$ cat config.mk
export PLATFORM = sky130hd
export DESIGN_NAME = fsbp_core
export DESIGN_NICKNAME = d
export VERILOG_FILES = /design/src/common/fsbp_pkg.sv /design/src/core/fsbp_core.sv /design/src/core/fsbp_decode.sv
export SDC_FILE = /design/constraint.sdc
export NUM_CORES = 1
export LEC_CHECK = 0
export BUFFER_PORTS_ARGS = -buffer_cell sky130_fd_sc_hd__buf_2
export CORE_ASPECT_RATIO = 0.7
export CORE_MARGIN = 2
export CORE_UTILIZATION = 60
export DETAILED_ROUTE_END_ITERATION = 10
export PLACE_DENSITY = 0.81
export SLEW_MARGIN = 0
export SYNTH_ARGS = -nofsm -noshare
export SYNTH_HDL_FRONTEND = slang
export SYNTH_HIERARCHICAL = 1
export SYNTH_SLANG_ARGS = --single-unit
$ cat constraint.sdc
create_clock -name i_ref_clk -period 7.94 [get_ports i_ref_clk]
set_input_delay 0.397 -clock i_ref_clk [delete_from_list [all_inputs] [get_ports i_ref_clk]]
set_output_delay 0.397 -clock i_ref_clk [all_outputs]
set_load 0.02 [all_outputs]
$ cat src/common/fsbp_pkg.sv
// package for the flash status and block-protection block
// constants, command codes, status field layout and the busy timing
package fsbp_pkg;
  // status register field positions
  localparam int unsigned SR_WIDTH = 8;
  localparam int unsigned SR_BUSY_POS = 0;
  localparam int unsigned SR_WEL_POS = 1;
  localparam int unsigned SR_BPL_POS = 2;
  localparam int unsigned SR_BPL_MSB = 4;
  localparam int unsigned SR_TB_POS = 5;
  localparam int unsigned SR_BP3_POS = 6;
  localparam int unsigned SR_SRWD_POS = 7;
  // flag status bits driven by this block
  localparam int unsigned FS_PROT_POS = 1;
  localparam int unsigned FS_READY_POS = 7;
  // nonvolatile reset: srwd=1, bottom=1, no protection
  localparam logic [7:0] SR_NV_RESET = 8'hA0;
  localparam logic [7:0] SR_NV_MASK = 8'hFC;
  // commands
  localparam logic [7:0] CMD_WREN = 8'h06;
  localparam logic [7:0] CMD_WRDI = 8'h04;
  localparam logic [7:0] CMD_RDSR = 8'h05;
  localparam logic [7:0] CMD_WRSR = 8'h01;
  localparam logic [7:0] CMD_RDFS = 8'h70;
  localparam logic [7:0] CMD_CLFS = 8'h50;
  localparam logic [7:0] CMD_PP = 8'h02;
  localparam logic [7:0] CMD_SE = 8'hD8;
  localparam logic [7:0] CMD_BE = 8'hC7;
  // array geometry
  localparam int unsigned ADDR_W = 25;
  localparam int unsigned SECT_W = 9;
  localparam logic [24:0] ADDR_TOP = 25'h1FFFFFF;
  localparam int unsigned SUB4K_TOP = 8191;
  localparam int unsigned SECT_LSB = 16;
  // busy time of an internal cycle
  localparam int unsigned CLK_MHZ = 200;
  localparam int unsigned BUSY_US = 20;
  localparam int unsigned BUSY_CYC = BUSY_US * CLK_MHZ;
  localparam int unsigned BUSY_CW = 13;

  typedef struct packed {
    logic srwd;
    logic bp3;
    logic top_bottom;
    logic [2:0] bp_low;
  } fsbp_nv_t;

  typedef struct packed {
    logic sclk;
    logic mosi;
    logic cs_n;
    logic wp_n;
  } fsbp_pins_t;
endpackage : fsbp_pkg

$ cat src/core/fsbp_core.sv
// status register, write-enable latch and block protection of a serial flash
// assumes spi mode 0 on i_pins; sclk slow against i_ref_clk, sampled here
// Notes on behaviour
// - status reachable only via read-status and write-status commands.
// - srwd set and write-protect low make nonvolatile bits read-only.
// - only write-protect pin going high releases the hardware lock.
// - bit 7 disables status writes with the pin; default one.
// - bit 5 selects anchor; zero top, one bottom by default.
// - protect bits at 6 and 4:2 block program/erase in area.
// - write enable latch clear at reset; set by write enable.
// - bit 0 reads busy during any internal write cycle.
// - busy bit always inverse of flag status ready bit.
// - bulk erase runs only when all protect bits are zero.
// - top anchor protects doubling sector counts down from 511.
// - bottom anchor protects doubling sector counts up from 0.
// - 512 sectors of 64KB, addresses up to 01FFFFFF.
// - write-protect low still protects the selected sectors.
// - protected program or erase sets flag status protection bit.
`timescale 1ns/100ps
module fsbp_core
  import fsbp_pkg::*;
(
  input wire logic i_ref_clk,
  input wire logic i_rst,
  input wire fsbp_pins_t i_pins,
  output logic o_miso,
  output logic o_miso_oe,
  output logic [SR_WIDTH-1:0] o_status,
  output logic o_prog_start,
  output logic o_erase_start,
  output logic [ADDR_W-1:0] o_op_addr
);
  typedef enum logic [1:0] {ST_CMD, ST_ADDR, ST_DATA, ST_IGN} fsbp_state_t;

  fsbp_pins_t meta_r, sync_r;
  logic sclk_d_r;
  fsbp_state_t state_r;
  logic [7:0] cmd_r, shift_r, tx_r;
  logic [2:0] bitcnt_r;
  logic [4:0] bytecnt_r;
  logic [31:0] addr_r;
  fsbp_nv_t nv_r;
  logic wel_r, busy_r, prot_err_r, miso_r;
  logic [BUSY_CW-1:0] busy_cnt_r;
  logic rise, fall, byte_done, hw_lock, sect_prot, any_bp;
  logic [7:0] rx_byte, status;
  logic [3:0] block_protect_code;
  logic do_wrsr, do_prog, do_erase, do_bulk, reject;

  // two flops on every pin before use
  always_ff @(posedge i_ref_clk)
  begin
    meta_r <= i_pins;
    sync_r <= meta_r;
    sclk_d_r <= sync_r.sclk;
  end

  assign rise = sync_r.sclk & ~sclk_d_r & ~sync_r.cs_n;
  assign fall = ~sync_r.sclk & sclk_d_r & ~sync_r.cs_n;
  assign rx_byte = {shift_r[6:0], sync_r.mosi};
  assign byte_done = rise && (bitcnt_r == 3'h7);

  assign block_protect_code = {nv_r.bp3, nv_r.bp_low};
  assign any_bp = |block_protect_code;
  assign hw_lock = nv_r.srwd & ~sync_r.wp_n;
  assign status = {nv_r.srwd, nv_r.bp3, nv_r.top_bottom, nv_r.bp_low, wel_r, busy_r};

  fsbp_decode u_decode
  (
    .i_block_protect_code(block_protect_code),
    .i_bottom(nv_r.top_bottom),
    .i_sector(addr_r[SECT_LSB +: SECT_W]),
    .o_protected(sect_prot)
  );

  // commands execute on chip select rising after a complete frame
  logic cs_d_r;
  always_ff @(posedge i_ref_clk)
  begin
    if (i_rst)
      cs_d_r <= 1'b1;
    else
      cs_d_r <= sync_r.cs_n;
  end
  logic frame_end;
  assign frame_end = sync_r.cs_n & ~cs_d_r & (bitcnt_r == 3'h0) & ~busy_r;

  always_comb
  begin
    do_wrsr = 1'b0;
    do_prog = 1'b0;
    do_erase = 1'b0;
    do_bulk = 1'b0;
    reject = 1'b0;
    if (frame_end && wel_r)
    begin
      case (cmd_r)
        CMD_WRSR:
          if (bytecnt_r == 5'h2)
          begin
            if (hw_lock)
              reject = 1'b1;
            else
              do_wrsr = 1'b1;
          end
        CMD_PP:
          // command, four address bytes and at least one data byte
          if (bytecnt_r >= 5'h6)
          begin
            if (sect_prot)
              reject = 1'b1;
            else
              do_prog = 1'b1;
          end
        CMD_SE:
          if (bytecnt_r == 5'h5)
          begin
            if (sect_prot)
              reject = 1'b1;
            else
              do_erase = 1'b1;
          end
        CMD_BE:
          if (bytecnt_r == 5'h1)
          begin
            if (any_bp)
              reject = 1'b1;
            else
              do_bulk = 1'b1;
          end
        default: ;
      endcase
    end
  end

  // serial receive framing
  always_ff @(posedge i_ref_clk)
  begin
    if (i_rst || sync_r.cs_n)
    begin
      state_r <= ST_CMD;
      bitcnt_r <= '0;
      if (i_rst)
      begin
        cmd_r <= '0;
        bytecnt_r <= '0;
        addr_r <= '0;
        shift_r <= '0;
      end
    end
    else if (rise)
    begin
      shift_r <= rx_byte;
      bitcnt_r <= bitcnt_r + 3'h1;
      if (byte_done)
      begin
        if (bytecnt_r != 5'h1F)
          bytecnt_r <= bytecnt_r + 5'h1;
        case (state_r)
          ST_CMD:
          begin
            cmd_r <= rx_byte;
            bytecnt_r <= 5'h1;
            state_r <= (rx_byte == CMD_PP || rx_byte == CMD_SE) ? ST_ADDR : ST_DATA;
          end
          ST_ADDR:
          begin
            addr_r <= {addr_r[23:0], rx_byte};
            if (bytecnt_r == 5'h4)
              state_r <= ST_DATA;
          end
          ST_DATA:
            if (cmd_r == CMD_WRSR && bytecnt_r == 5'h1)
              shift_r <= rx_byte;
          ST_IGN: ;
          default: state_r <= ST_IGN;
        endcase
      end
    end
  end

  // nonvolatile bits; a real part would back these with the array
  always_ff @(posedge i_ref_clk)
  begin
    if (i_rst)
      nv_r <= fsbp_nv_t'({SR_NV_RESET[SR_SRWD_POS], SR_NV_RESET[SR_BP3_POS],
                          SR_NV_RESET[SR_TB_POS], SR_NV_RESET[SR_BPL_MSB:SR_BPL_POS]});
    else if (do_wrsr)
      nv_r <= fsbp_nv_t'({shift_r[SR_SRWD_POS], shift_r[SR_BP3_POS],
                          shift_r[SR_TB_POS], shift_r[SR_BPL_MSB:SR_BPL_POS]});
  end

  // write enable latch
  always_ff @(posedge i_ref_clk)
  begin
    if (i_rst)
      wel_r <= 1'b0;
    else if (reject || (busy_r && busy_cnt_r == BUSY_CW'(1)))
      wel_r <= 1'b0;
    else if (frame_end && bytecnt_r == 5'h1 && cmd_r == CMD_WREN)
      wel_r <= 1'b1;
    else if (frame_end && bytecnt_r == 5'h1 && cmd_r == CMD_WRDI)
      wel_r <= 1'b0;
  end

  // busy timer for internal cycles
  always_ff @(posedge i_ref_clk)
  begin
    if (i_rst)
    begin
      busy_r <= 1'b0;
      busy_cnt_r <= '0;
    end
    else if (do_wrsr || do_prog || do_erase || do_bulk)
    begin
      busy_r <= 1'b1;
      busy_cnt_r <= BUSY_CW'(BUSY_CYC);
    end
    else if (busy_r)
    begin
      busy_cnt_r <= busy_cnt_r - BUSY_CW'(1);
      if (busy_cnt_r == BUSY_CW'(1))
        busy_r <= 1'b0;
    end
  end

  // protection error: set wins over the clear command
  always_ff @(posedge i_ref_clk)
  begin
    if (i_rst)
      prot_err_r <= 1'b0;
    else if (reject && cmd_r != CMD_WRSR)
      prot_err_r <= 1'b1;
    else if (frame_end && bytecnt_r == 5'h1 && cmd_r == CMD_CLFS)
      prot_err_r <= 1'b0;
  end

  // read path: byte loaded after the command byte, shifted on falling clock
  always_ff @(posedge i_ref_clk)
  begin
    if (i_rst || sync_r.cs_n)
    begin
      tx_r <= '0;
      miso_r <= 1'b0;
    end
    else if (byte_done && state_r != ST_ADDR)
    begin
      if ((state_r == ST_CMD ? rx_byte : cmd_r) == CMD_RDSR)
        tx_r <= status;
      else
        tx_r <= {~busy_r, 5'h00, prot_err_r, 1'b0} & 8'hFF;
    end
    else if (fall)
    begin
      miso_r <= tx_r[7];
      tx_r <= {tx_r[6:0], tx_r[7]};
    end
  end

  assign o_miso = miso_r;
  assign o_miso_oe = ~sync_r.cs_n & (cmd_r == CMD_RDSR || cmd_r == CMD_RDFS) & (state_r == ST_DATA);
  assign o_status = status;
  assign o_prog_start = do_prog;
  assign o_erase_start = do_erase | do_bulk;
  assign o_op_addr = addr_r[ADDR_W-1:0];
endmodule : fsbp_core

$ cat src/core/fsbp_decode.sv
// sector protection decoder: code and anchor to protected verdict
// assumes a 9 bit 64KB sector index; purely combinational
`timescale 1ns/100ps
module fsbp_decode
  import fsbp_pkg::*;
(
  input wire logic [3:0] i_block_protect_code,
  input wire logic i_bottom,
  input wire logic [SECT_W-1:0] i_sector,
  output logic o_protected
);
  logic [SECT_W:0] count;
  logic [SECT_W-1:0] eff;

  always_comb
  begin
    // codes 10..15 saturate to the whole array
    if (i_block_protect_code == 4'h0)
      count = '0;
    else if (i_block_protect_code >= 4'hA)
      count = 10'h200;
    else
      count = 10'(10'h001 << (i_block_protect_code - 4'h1));
    // top anchor: mirror the index so both cases count from the anchor
    eff = i_bottom ? i_sector : ~i_sector;
    o_protected = ({1'b0, eff} < count);
  end
endmodule : fsbp_decode

==> summary.md, run 1 <==
| Metric | Value |
|---|---|
| Number of synthesized register bits | `92` |
| Net Sw Frac | `0.2478` |
| I/O pin total | `43` |
| First-pass iteration count of the detailed router | `6` |
| Path type of the worst min-delay path | `in -> reg` |
| Num CTS Buffers | `9` |
| Area of the core | `0.007254 mm^2` |
| Layout Cell Area excl Fill | `0.004905 mm^2` |
| Last weighted congestion value of the routability-driven placer | `0.8745` |
| Number of rows created at floorplan | `26` |
| Total nets after synthesis | `436` |
| Category of the worst setup path launch point | `flip-flop` |
| Kind of capture point of the worst setup path | `primary output` |
| Cell leakage power | `1.898 nW` |
| Average wire length per cell after detail routing | `17.05 um` |
| Total Neg Setup Slack | `0 ns` |
| Clk root buf | `sky130_fd_sc_hd__clkbuf_8` |
| Total placed instance area | `0.004708 mm^2` |
| Smallest hold slack | `0.1234 ns` |
| Fillcell total | `561` |
| Worst slew margin relative to its limit | `0.4859` |
| RSZ-0062 raised after global routing | `false` |
| Yosys synthesis warning count | `6` |
| Count of nets left with antenna violations after detail routing | `0` |
| DRC | `0` |
| Port bufs | `42` |
| Post-synth EDFFs | `46` |
| Critical path peak fanout | `12` |
| Worst IR Drop VDD | `0.1278 mV` |
| Setup slack after layout | `4.524 ns` |
| Die boundary width | `107.1 um` |
| Synthesized instance count | `412` |
| Number of antenna violations at the first check in global routing | `0` |
| WP data required | `7.54 ns` |
| Max Clock Skew | `0.01042 ns` |
| Worst Path Arrival | `3.02 ns` |
| First-pass GRT wire length | `15.57 mm` |
| Post-synthesis instance area | `0.004462 mm^2` |
| Total overflow reported by the global router | `0` |
| Number of vias in the routed layout | `3306` |
| Final Hold Vio Count | `0` |
| Sequential fraction of design power | `0.584` |
| Proportion of synthesized chip area in sequential cells | `0.5160` |
| Achievable clock frequency | `292.8 MHz` |
| Clock tree from TritonCTS | `yes` |
| Die height | `76.15 um` |
| Vias in the first global route | `3134` |
| Storage cell area | `0.002302 mm^2` |
| Share of layout cells above drive strength 1 | `0.1832` |
| Via count normalized by instance count | `6.000` |
| Logic gate share of total power | `0.066` |
| Non-Filler Instances | `551` |
| Net Switching | `0.2254 mW` |
| Final Cycle Share | `0.4302` |
| Portion of total power attributed to the clock network | `0.350` |
| Status | `finished clean` |
| Sink count of the clock tree | `92` |
| Area delta synth->final | `9.927%` |
| Iteration-0 DRC count of the detailed router | `421` |
| Global-route total usage across every layer | `0.2429` |
| Final HPWL DP | `6.758 mm` |
| Pre-CTS setup slack | `4.879 ns` |
| Max-cap violations | `0` |
| Count of hold-fix buffers inserted at cts | `0` |
| Clock buffer depth | `2` |
| Pint | `0.6844 mW` |
| Transition time at the pin with the least slew margin | `0.7665 ns` |
| Clock latency reported for the late side of the worst-skew pair | `0.37 ns` |
| Cell count after placement | `535` |
| Diode count | `0` |
| H-tree level count | `3` |
| Synthesized area per cell | `10.83 um^2` |
| Number of setup violations in the final report | `0` |
| Clock-pin transition on the worst setup and hold timing paths | `0.10 ns` |
| Share of flip-flops with an asynchronous set or reset | `0` |
| Overall Power | `0.9098 mW` |
| # resized after CTS | `0` |
| Number of buffers inserted to repair setup after CTS | `0` |
| Full die area | `0.008153 mm^2` |
| Post-layout nets | `472` |
| Power Density | `185.5 mW/mm^2` |
| Number of distinct standard cells referenced by the synthesized netlist | `68` |
| Type of the setup path with the least slack | `reg -> out` |
| Max-slew violation total from the final report | `0` |
| Minimum clock period after layout | `3.416 ns` |
| Layout Utilization | `0.6761` |
| Wire length reported by the detailed router | `9.396 mm` |
| Effective utilization at floorplan | `0.6150` |
| Multi-input gate area | `0.001998 mm^2` |
| Largest net degree at the start of global routing | `28` |
| Main flop type after synthesis | `sky130_fd_sc_hd__edfxtp_1` |
-- synth_stat cells (4+ instances only) --
master                     number  share of area
sky130_fd_sc_hd__xnor2_1       17          0.033
sky130_fd_sc_hd__edfxtp_1      46           0.31
sky130_fd_sc_hd__o21ai_0        4         0.0045
sky130_fd_sc_hd__and3_1         6         0.0084
sky130_fd_sc_hd__nor2_1        22          0.019
sky130_fd_sc_hd__xor2_1         5         0.0098
sky130_fd_sc_hd__dfxtp_1       46           0.21
sky130_fd_sc_hd__mux2i_1        9          0.020
sky130_fd_sc_hd__a21oi_2        7          0.014
sky130_fd_sc_hd__a21oi_1       25          0.028
sky130_fd_sc_hd__nand4_1        6         0.0084
sky130_fd_sc_hd__nand3_1       12          0.013
sky130_fd_sc_hd__clkbuf_1      11         0.0093
sky130_fd_sc_hd__o22ai_1        6         0.0084
sky130_fd_sc_hd__inv_1         15          0.013
sky130_fd_sc_hd__nor4_1         9          0.013
sky130_fd_sc_hd__a31oi_1        4         0.0056
sky130_fd_sc_hd__nand2_1       29          0.024
sky130_fd_sc_hd__and2_1        28          0.039
sky130_fd_sc_hd__nor3_1        17          0.019
sky130_fd_sc_hd__ha_1          18          0.050
-- logic make-up after synthesis --
| logic type | Yosys count | share of synthesized area |
|---|---|---|
| AND/OR/NAND/NOR | 168 | 0.2274 |
| flip-flops | 92 | 0.5160 |
| AO/OA/AOI/OAI | 66 | 0.09955 |
| buffers and inverters | 35 | 0.03701 |
| XOR/XNOR | 23 | 0.04683 |
| adder cells (fa/ha/maj) | 18 | 0.05048 |
| multiplexers | 10 | 0.02272 |
-- worst paths after layout --
check / from / endpoint / slack (ns) / cells past startpoint
max reg2reg: o_status[5]$_SDFFE_PP1P_ / busy_cnt_r[1]$_SDFFE_PP0P_ / 4.82 / 10
max: o_status[5]$_SDFFE_PP1P_ / o_erase_start / 4.52 / 10
min: i_pins[2] / meta_r[2]$_DFF_P_ / 0.12 / 1
min reg2reg: meta_r[3]$_DFF_P_ / sync_r[3]$_DFF_P_ / 0.33 / 0
-- critical path: stages, from the launching register on --
cell                       delay [ns]
sky130_fd_sc_hd__dfxtp_1         0.72
sky130_fd_sc_hd__xnor2_1         0.18
sky130_fd_sc_hd__ha_1            0.35
sky130_fd_sc_hd__a21o_1          0.17
sky130_fd_sc_hd__a21oi_1         0.14
sky130_fd_sc_hd__o21ai_0         0.11
sky130_fd_sc_hd__o31ai_2         0.41
sky130_fd_sc_hd__nor4b_1         0.13
sky130_fd_sc_hd__o211ai_2        0.22
sky130_fd_sc_hd__inv_1           0.06
sky130_fd_sc_hd__buf_2           0.16
-- registers in the layout (all words and copies together), names as in the netlist, 2 cells and up --
name	flops
addr_r	25
busy_cnt_r	13
cmd_r	8
shift_r	8
tx_r	8
o_status	6
bytecnt_r	5
meta_r	4
bitcnt_r	3
sync_r	3
state_r	2
-- final cells by class --
| type | instances | area share |
|---|---|---|
| sequential | 92 | 0.4694 |
| multi-input combinational | 285 | 0.4074 |
| timing repair buffer | 44 | 0.04592 |
| clock buffer | 9 | 0.02526 |
| tap | 98 | 0.02500 |
| clock inverter | 7 | 0.01480 |
| inverter | 16 | 0.01224 |
-- power by group through the flow --
stage          registers (mW)  clock network, mW  logic, mW
2_1_floorplan           0.546                  0     0.0345
3_3_place_gp            0.541                  0     0.0576
3_5_place_dp            0.542                  0     0.0597
4_1_cts                 0.531              0.324     0.0601
5_1_grt                 0.534              0.344     0.0657
6_report                0.531              0.318     0.0604
-- layer usage --
layer  global-route usage  vias to the layer above  part of all wire
met2               0.3544                      135              0.45
li1                     -                     1569                 -
met4              0.07532                        0             0.014
met5                    0                        -                 0
met3              0.05817                       16             0.077
met1               0.3585                     1586              0.46
-- cells in the final DEF, fill, tap and decap left out, types with 3 or more instances in the layout --
| cell | netlist | layout |
|---|---|---|
| sky130_fd_sc_hd__nand4_1 | 6 | 6 |
| sky130_fd_sc_hd__nand4b_1 | 3 | 3 |
| sky130_fd_sc_hd__inv_6 | 0 | 3 |
| sky130_fd_sc_hd__a21oi_2 | 7 | 8 |
| sky130_fd_sc_hd__edfxtp_1 | 46 | 46 |
| sky130_fd_sc_hd__nand2_1 | 29 | 29 |
| sky130_fd_sc_hd__o21a_1 | 3 | 3 |
| sky130_fd_sc_hd__buf_2 | 3 | 42 |
| sky130_fd_sc_hd__or3_1 | 3 | 3 |
| sky130_fd_sc_hd__nor4b_1 | 3 | 3 |
| sky130_fd_sc_hd__xor2_1 | 5 | 5 |
| sky130_fd_sc_hd__nand3_1 | 12 | 12 |
| sky130_fd_sc_hd__xnor2_1 | 17 | 17 |
| sky130_fd_sc_hd__mux2i_1 | 9 | 9 |
| sky130_fd_sc_hd__dfxtp_1 | 46 | 46 |
| sky130_fd_sc_hd__nor2b_1 | 3 | 3 |
| sky130_fd_sc_hd__and2_1 | 28 | 28 |
| sky130_fd_sc_hd__inv_1 | 15 | 15 |
| sky130_fd_sc_hd__nand2b_1 | 3 | 3 |
| sky130_fd_sc_hd__and3_1 | 6 | 6 |
| sky130_fd_sc_hd__o22ai_1 | 6 | 6 |
| sky130_fd_sc_hd__nor3_1 | 17 | 17 |
| sky130_fd_sc_hd__o21ai_0 | 4 | 4 |
| sky130_fd_sc_hd__ha_1 | 18 | 18 |
| sky130_fd_sc_hd__a21oi_1 | 25 | 24 |
| sky130_fd_sc_hd__nor4_1 | 9 | 9 |
| sky130_fd_sc_hd__nor2_1 | 22 | 22 |
| sky130_fd_sc_hd__clkbuf_8 | 0 | 9 |
| sky130_fd_sc_hd__a31oi_1 | 4 | 4 |
(Power assumes the default switching activity.)
==> run 2: changes to the inputs <==
CORE_UTILIZATION = 59   (was 60)
PLACE_DENSITY = 0.79   (was 0.81)
clock period = 3.47 ns   (was 7.94 ns; I/O delays follow)
==> run 2 against run 1 <==
  * Clock-buffer cell count unchanged
  * Clock power increased by 120%
  * Highest routed layer unchanged
  * Power increased by 130%
  * Global-route usage decreased by 0.51 points
  * Worst setup slack got worse by 4.2 ns
  * Sequential share of layout area decreased by 0.39 points
  * Flip-flop and latch count unchanged
  * First-iteration DRC count decreased by 49%
  * Worst hold slack improved by 0.17 ns
  * Register-to-register slack got worse by 4.4 ns
==> summary.md, run 2 (same netlist as run 1, synthesis figures left out) <==
| Metric | Value |
|---|---|
| Sequential fraction of design power | `0.591 (+0.007)` |
| Number of buffers inserted to repair setup after CTS | `0 (unchanged)` |
| Hold path startpoint | `i_rst` |
| Met3 Track Usage GR | `0.06463 (+0.006456)` |
| Met1 GRT Util | `0.3420 (-0.01658)` |
| Smallest hold slack | `0.2962 ns (+0.1727 ns)` |
| # resized after CTS | `0 (unchanged)` |
| Max Clock Skew | `0.01033 ns (-0.00008230 ns)` |
| Count of nets left with antenna violations after detail routing | `0 (unchanged)` |
| Clock buffer depth | `2 (unchanged)` |
| Max-slew violation total from the final report | `0 (unchanged)` |
| Power Density | `415.7 mW/mm^2 (+120%)` |
| Total Neg Setup Slack | `0 ns (unchanged)` |
| Effective utilization at floorplan | `0.6096 (-0.005467)` |
| Largest net degree at the start of global routing | `27 (-3.6%)` |
| Clock latency reported for the late side of the worst-skew pair | `0.37 ns (about the same)` |
| Count of hold-fix buffers inserted at cts | `4 (+4)` |
| Max FFs per register | `25 (unchanged)` |
| Worst IR Drop VDD | `0.3438 mV (+170%)` |
| Post-layout nets | `477 (+1.1%)` |
| First-pass GRT wire length | `15.28 mm (-1.9%)` |
| Gr busiest metal | `met2` |
| Number of setup violations in the final report | `0 (unchanged)` |
| Register-to-Register Path Depth | `10 (unchanged)` |
| Worst Path Arrival | `2.94 ns (-0.08 ns)` |
| Final Cycle Share | `0.8979` |
| Worst slew margin relative to its limit | `0.4797 (-0.006161)` |
| Pre-CTS setup slack | `0.4957 ns (-4.383 ns)` |
| Area of the core | `0.007320 mm^2 (+0.90%)` |
| Sink count of the clock tree | `92 (unchanged)` |
| Iteration-0 DRC count of the detailed router | `215 (-49%)` |
| Layout Utilization | `0.6757 (about the same)` |
| I/O pin total | `43 (unchanged)` |
| Transition time at the pin with the least slew margin | `0.7757 ns (+0.009185 ns)` |
| Met2 Use GR | `0.3528 (-0.001600)` |
| Number of vias in the routed layout | `3235 (-2.1%)` |
| Achievable clock frequency | `321.0 MHz` |
| Pint | `1.562 mW (+130%)` |
| Port bufs | `42 (unchanged)` |
| Cell leakage power | `1.921 nW (+1.2%)` |
| Vias in the first global route | `3114 (-0.64%)` |
| Clk root buf | `sky130_fd_sc_hd__clkbuf_8` |
| Fillcell total | `590 (+5.2%)` |
| Type of the setup path with the least slack | `reg -> out` |
| Register name with the most flops | `addr_r` |
| Status | `finished clean` |
| Portion of total power attributed to the clock network | `0.341 (-0.009)` |
| Setup slack after layout | `0.3544 ns (-4.170 ns)` |
| H-tree level count | `3 (unchanged)` |
| Top flop regs | `addr_r (25), busy_cnt_r (13)` |
| Total overflow reported by the global router | `0 (unchanged)` |
| Number of stages on the worst hold path | `2 (+1)` |
| Launching point of the worst reg2reg path | `o_status[5]$_SDFFE_PP1P_` |
| Overall Power | `2.056 mW (+130%)` |
| Kind of capture point of the worst setup path | `primary output` |
| Via count normalized by instance count | `5.818 (-3.0%)` |
| Worst Hold End | `o_status[6]$_SDFFE_PP0P_` |
| Number of rows created at floorplan | `26 (unchanged)` |
| Num CTS Buffers | `9 (unchanged)` |
| Number of antenna violations at the first check in global routing | `0 (unchanged)` |
| Logic gate share of total power | `0.068 (+0.002)` |
| Average wire length per cell after detail routing | `16.32 um (-4.3%)` |
| Diode count | `0 (unchanged)` |
| Setup slack of the worst register-to-register path | `0.43 ns (-4.39 ns)` |
| Net Sw Frac | `0.2404 (-0.007381)` |
| DRC | `0 (unchanged)` |
| Path type of the worst min-delay path | `in -> reg` |
| Final HPWL DP | `6.546 mm (-3.1%)` |
| Last weighted congestion value of the routability-driven placer | `0.9013 (+3.1%)` |
| Crit Reg-Reg Endpoint | `busy_cnt_r[1]$_SDFFE_PP0P_` |
| Category of the worst setup path launch point | `flip-flop` |
| Area delta synth->final | `10.85%` |
| Max-cap violations | `0 (unchanged)` |
| Critical path peak fanout | `12 (unchanged)` |
| Net Switching | `0.4943 mW (+120%)` |
| Minimum clock period after layout | `3.116 ns` |
| Full die area | `0.008285 mm^2 (+1.6%)` |
| Most used cells in the layout excluding fill and tap cells | `sky130_fd_sc_hd__edfxtp_1 (46), sky130_fd_sc_hd__dfxtp_1 (46), sky130_fd_sc_hd__buf_2 (42), sky130_fd_sc_hd__nand2_1 (29), sky130_fd_sc_hd__and2_1 (28)` |
| Clock-pin transition on the worst setup and hold timing paths | `0.08 ns (-0.02 ns)` |
| Global-route total usage across every layer | `0.2379 (-0.005093)` |
| WP data required | `3.30 ns (-4.24 ns)` |
| RSZ-0062 raised after global routing | `false` |
| Share of layout cells above drive strength 1 | `0.1834 (about the same)` |
| Final Hold Vio Count | `0 (unchanged)` |
| Die height | `76.76 um (+0.79%)` |
| Die boundary width | `107.9 um (+0.81%)` |
| Wire length reported by the detailed router | `9.073 mm (-3.4%)` |
| Clock tree from TritonCTS | `yes` |
| First-pass iteration count of the detailed router | `6 (unchanged)` |
[run 2: cell types whose count changed in the layout (fill, tap and decap cells not counted), sizes merged]
cell / delta
buf: +1
clkinv: +3
clkinvlp: -1
dlygate4sd3: +4
inv: -2
[run 2: power groups by stage]
stage                     Sequential, mW  Combinational (mW)  Clock, mW
after detailed placement            1.24               0.135          0
after global placement              1.24               0.131          0
after global routing                1.22               0.153      0.762
final                               1.22               0.139      0.702
after CTS                           1.21               0.139      0.717
after floorplan                     1.25              0.0790          0
[run 2: layer usage]
layer	wire, um	part of all wire
met4	93	0.010
met2	4101	0.45
met3	514	0.057
met5	0	0
met1	4364	0.48
[run 2: critical path: stages (launching register included)]
cell                       delay (ns)
sky130_fd_sc_hd__dfxtp_1         0.72
sky130_fd_sc_hd__xnor2_1         0.18
sky130_fd_sc_hd__ha_1            0.33
sky130_fd_sc_hd__nand3_1         0.12
sky130_fd_sc_hd__nor2_1          0.13
sky130_fd_sc_hd__o21a_1          0.16
sky130_fd_sc_hd__o31ai_2         0.09
sky130_fd_sc_hd__nor4b_1         0.45
sky130_fd_sc_hd__o211ai_2        0.15
sky130_fd_sc_hd__inv_1           0.08
sky130_fd_sc_hd__buf_2           0.16
[run 2: stage by stage]
| step | instances | area, um^2 |
|---|---|---|
| global route | 556 | 4946 |
| finish | 556 | 4946 |
| global placement | 536 | 4716 |
| floorplan | 412 | 4462 |
| CTS | 556 | 4946 |
| detailed placement | 536 | 4716 |
[run 2: final cells by class]
class	count	area [um^2]	share of cell area
clock buffer	9	123.9	0.02504
timing repair buffer	49	272.8	0.05515
multi-input combinational	285	1998	0.4040
sequential	92	2302	0.4655
inverter	16	60.06	0.01214
tap	98	122.6	0.02479
clock inverter	7	66.31	0.01341
[run 2: worst max path at each step]
stage                             startpoint                          to  slack, ns  cells after the start
finish              o_status[5]$_SDFFE_PP1P_               o_erase_start       0.35                     10
global placement    o_status[5]$_SDFFE_PP1P_  busy_cnt_r[1]$_SDFFE_PP0P_       0.67                     10
CTS                 o_status[5]$_SDFFE_PP1P_               o_erase_start       0.36                     10
global route        o_status[5]$_SDFFE_PP1P_               o_erase_start       0.14                     10
detailed placement  o_status[5]$_SDFFE_PP1P_  busy_cnt_r[1]$_SDFFE_PP0P_       0.50                     10
floorplan           bitcnt_r[0]$_SDFFE_PP0P_     addr_r[0]$_SDFFCE_PP0P_       0.85                      5
==> run 3: changes to the inputs <==
ABC_AREA = 1   (was not set)
==> run 3 against run 2 <==
  * Sequential power about the same
  * Synthesized cell count up 40%
  * Combinational power up 24%
  * Fmax up 3.2%
  * Die area up 4.6%
  * Sequential share of layout area down 3.2 points
  * Clock-buffer cell count up 1
  * First-iteration DRC count up 110%
  * Clock power up 40%
  * Global-route usage up 2.7 points
  * Synthesized area up 4.8%
  * Critical endpoint unchanged
  * Highest routed layer unchanged
==> summary.md, run 3 <==
| Metric | Value |
|---|---|
| Num CTS Buffers | `9 (unchanged)` |
| DRC | `0 (unchanged)` |
| Worst Path Arrival | `2.85 ns (-0.09 ns)` |
| Max FFs per register | `25 (unchanged)` |
| Path type of the worst min-delay path | `in -> reg` |
| Transition time at the pin with the least slew margin | `0.6772 ns (-0.09843 ns)` |
| Number of setup violations in the final report | `0 (unchanged)` |
| Number of antenna violations at the first check in global routing | `0 (unchanged)` |
| Last weighted congestion value of the routability-driven placer | `0.9744 (+8.1%)` |
| Share of layout cells above drive strength 1 | `0.1408 (-0.04258)` |
| First-pass GRT wire length | `17.46 mm (+14%)` |
| Logic gate share of total power | `0.073 (+0.005)` |
| Proportion of synthesized chip area in sequential cells | `0.4925 (-0.02348)` |
| Fraction of synthesized cell area taken by the top area cell type | `0.2955 (-0.01409)` |
| CP max-delay cell | `sky130_fd_sc_hd__dfxtp_1` |
| Diode count | `0 (unchanged)` |
| Max Clock Skew | `0.01092 ns (+0.0005831 ns)` |
| Top cells by instance count after synthesis | `sky130_fd_sc_hd__nand2_1 (107), sky130_fd_sc_hd__inv_1 (94), sky130_fd_sc_hd__nor2_1 (93), sky130_fd_sc_hd__dfxtp_1 (46), sky130_fd_sc_hd__edfxtp_1 (46)` |
| Number of stages on the worst hold path | `2 (unchanged)` |
| Achievable clock frequency | `331.2 MHz (+3.2%)` |
| Net Switching | `0.6025 mW (+22%)` |
| Startpoint of the worst setup timing path | `o_status[3]$_SDFFE_PP0P_` |
| Clk root buf | `sky130_fd_sc_hd__clkbuf_16` |
| Area delta synth->final | `13.68%` |
| Worst IR Drop VDD | `0.3536 mV (+2.8%)` |
| Total nets after synthesis | `602 (+38%)` |
| Clock-pin transition on the worst setup and hold timing paths | `0.07 ns (about the same)` |
| Fillcell total | `641 (+8.6%)` |
| Worst slew margin relative to its limit | `0.5450 (+0.06534)` |
| Cell leakage power | `2.458 nW (+28%)` |
| Clock latency reported for the late side of the worst-skew pair | `0.35 ns (-0.02 ns)` |
| Register-to-Register Path Depth | `15 (+5)` |
| Worst path bufs/invs | `4 (+2)` |
| Worst Hold End | `prot_err_r$_SDFFE_PP0P_` |
| Kind of cell adding the most delay to the critical path | `simple AND/OR/NAND/NOR gates` |
| Portion of total power attributed to the clock network | `0.416 (+0.075)` |
| Power Density | `445.1 mW/mm^2 (+7.1%)` |
| Average wire length per cell after detail routing | `14.45 um (-11%)` |
| Main flop type after synthesis | `sky130_fd_sc_hd__edfxtp_1` |
| Category of the worst setup path launch point | `flip-flop` |
| Launching point of the worst reg2reg path | `o_status[3]$_SDFFE_PP0P_` |
| Port bufs | `42 (unchanged)` |
| Cells along the critical path | `inv_1 > nor2_1 > nand3_1 > ha_1 > a21oi_1 > nand2_1 > nand3_1 > nand2_1 > a21oi_2 > inv_1 > nand2_1 > nor2_1 > nor2_2 > inv_1 > buf_2` |
| Largest family of logic cells by synthesized area | `simple AND/OR/NAND/NOR gates` |
| Total Neg Setup Slack | `0 ns (unchanged)` |
| Iteration-0 DRC count of the detailed router | `462 (+110%)` |
| Status | `finished clean` |
| Full die area | `0.008662 mm^2 (+4.6%)` |
| Number of buffers inserted to repair setup after CTS | `0 (unchanged)` |
| Kind of capture point of the worst setup path | `primary output` |
| Synthesized area per cell | `8.087 um^2 (-25%)` |
| Register name with the most flops | `addr_r` |
| Pint | `1.763 mW (+13%)` |
| Top cells by area, synth | `sky130_fd_sc_hd__edfxtp_1 (30%), sky130_fd_sc_hd__dfxtp_1 (20%), sky130_fd_sc_hd__nand2_1 (8.6%)` |
| Effective utilization at floorplan | `0.6016 (-0.007962)` |
| Most frequent standard cell in the layout excluding fill and tap cells | `sky130_fd_sc_hd__nand2_1` |
| Max-cap violations | `0 (unchanged)` |
| Layout Cell Area excl Fill | `0.005314 mm^2 (+7.4%)` |
| Sequential fraction of design power | `0.511 (-0.080)` |
| Synthesized instance count | `578 (+40%)` |
| First-pass iteration count of the detailed router | `5 (-1)` |
| Die boundary width | `110.4 um (+2.3%)` |
| Number of rows created at floorplan | `27 (+3.8%)` |
| # resized after CTS | `0 (unchanged)` |
| Die height | `78.47 um (+2.2%)` |
| H-tree level count | `3 (unchanged)` |
| Crit Reg-Reg Endpoint | `busy_cnt_r[4]$_SDFFE_PP0P_` |
| Max-slew violation total from the final report | `0 (unchanged)` |
| Number of synthesized register bits | `92 (unchanged)` |
| Stage delay of the slowest cell on the critical path | `0.44 ns (-0.28 ns)` |
| Total placed instance area | `0.004975 mm^2 (+5.5%)` |
| Count of nets left with antenna violations after detail routing | `0 (unchanged)` |
| Post-synthesis xor/xnor area fraction | `0.02810 (-0.01873)` |
| Most used cells in the layout excluding fill and tap cells | `sky130_fd_sc_hd__nand2_1 (107), sky130_fd_sc_hd__inv_1 (94), sky130_fd_sc_hd__nor2_1 (93), sky130_fd_sc_hd__edfxtp_1 (46), sky130_fd_sc_hd__dfxtp_1 (46)` |
| Post-layout nets | `651 (+36%)` |
| Setup slack of the worst register-to-register path | `0.78 ns (+0.35 ns)` |
| WP data required | `3.30 ns (about the same)` |
| Clock tree from TritonCTS | `yes` |
| Mux contribution to synthesized area | `0 (-0.02271)` |
| Synth Area in Simple Gates | `0.2607 (+0.03328)` |
| Most frequent cell after synthesis | `sky130_fd_sc_hd__nand2_1` |
| I/O pin total | `43 (unchanged)` |
| Yosys synthesis warning count | `6 (unchanged)` |
| Global-route total usage across every layer | `0.2652 (+0.02735)` |
| Count of hold-fix buffers inserted at cts | `4 (unchanged)` |
| Final HPWL DP | `7.743 mm (+18%)` |
| Final Hold Vio Count | `0 (unchanged)` |
| Share of flip-flops with an asynchronous set or reset | `0 (unchanged)` |
| Minimum clock period after layout | `3.019 ns (-0.09641 ns)` |
| Net Sw Frac | `0.2547 (+0.01433)` |
| RSZ-0062 raised after global routing | `false` |
| Synth Area in Adders | `0.04818 (-0.002297)` |
| Type of the setup path with the least slack | `reg -> out` |
| Total overflow reported by the global router | `0 (unchanged)` |
| Area of the core | `0.007770 mm^2 (+6.2%)` |
| Vias in the first global route | `3714 (+19%)` |
| Via count normalized by instance count | `5.334 (-8.3%)` |
| Final Cycle Share | `0.8701 (-0.02778)` |
| Area leader, netlist | `sky130_fd_sc_hd__edfxtp_1` |
| Top flop regs | `addr_r (25), busy_cnt_r (13)` |
| Sink count of the clock tree | `92 (unchanged)` |
| Post-synthesis instance area | `0.004674 mm^2 (+4.8%)` |
| Number of vias in the routed layout | `3910 (+21%)` |
| Hold path startpoint | `i_rst` |
| Post-synth EDFFs | `46 (unchanged)` |
| Largest net degree at the start of global routing | `34 (+26%)` |
| Compound-cell area share of the yosys netlist | `0.07468 (-0.02487)` |
| Wire length reported by the detailed router | `10.59 mm (+17%)` |
| Number of distinct standard cells referenced by the synthesized netlist | `38 (-44%)` |
| Clock buffer depth | `2 (unchanged)` |
| Critical path peak fanout | `9 (-3)` |
run 3: cell count changes in the layout (fill, tap and decap cells not counted), sizes merged, moves of 10 or more:
cell | before | now
nand2 | 29 | 109
inv | 16 | 105
nor2 | 23 | 104
o21ai | 5 | 27
nor4 | 10 | 0
nand3 | 13 | 43
and2 | 28 | 0
run 3: how the worst max path moves through the flow:
stage / cells past startpoint / end
2_1_floorplan: 4 / addr_r[0]$_SDFFCE_PP0P_
3_3_place_gp: 15 / o_erase_start
3_5_place_dp: 13 / busy_cnt_r[3]$_SDFFE_PP0P_
4_1_cts: 13 / o_erase_start
5_1_grt: 17 / o_erase_start
6_report: 15 / o_erase_start
run 3: power by group through the flow:
stage / clock, mW / combinational, mW / sequential [mW]
after global placement: 0 / 0.162 / 1.23
after global routing: 1.04 / 0.192 / 1.21
after floorplan: 0 / 0.0989 / 1.25
final: 0.985 / 0.172 / 1.21
after CTS: 0.996 / 0.172 / 1.21
after detailed placement: 0 / 0.167 / 1.23
run 3: kinds of logic (layout without fill, tap and decap cells):
logic type	Yosys count	count (layout)
simple gates	277	277
buf+inv	113	167
compound gates	63	63
flops	92	92
xor+xnor	15	15
fa+ha+maj	18	18
run 3: cell type report:
class                   instances  area [um^2]  area share
inverters                     102        384.1     0.07229
clock buffers                  10        239.0     0.04497
well taps                     101        126.4     0.02378
multi-input cells             373         1929      0.3631
clock inverters                 6        60.06     0.01130
repair buffers                 49        272.8     0.05133
flip-flops and latches         92         2302      0.4332
run 3: stage by stage:
stage / util / std cells / worst slack [ns] / power [mW] / hold WS, ns
2_1_floorplan: - / 578 / 0.9913 / 1.345 / 0.2012
3_3_place_gp: 0.6403 / 713 / 0.9833 / 1.393 / 0.2769
3_5_place_dp: 0.6403 / 713 / 0.8674 / 1.400 / 0.2774
4_1_cts: 0.6839 / 733 / 0.4698 / 2.376 / 0.01143
5_1_grt: 0.6839 / 733 / 0.2368 / 2.440 / 0.01829
6_report: 0.6839 / 733 / 0.4508 / 2.365 / 0.01592
run 3: metal layers:
| metal | vias up | wire length [um] | track usage |
|---|---|---|---|
| met5 | - | 0 | 0 |
| met4 | 0 | 136 | 0.08250 |
| met3 | 16 | 777 | 0.06561 |
| met2 | 129 | 4791 | 0.4098 |
| met1 | 1834 | 4885 | 0.3678 |
| li1 | 1931 | - | - |
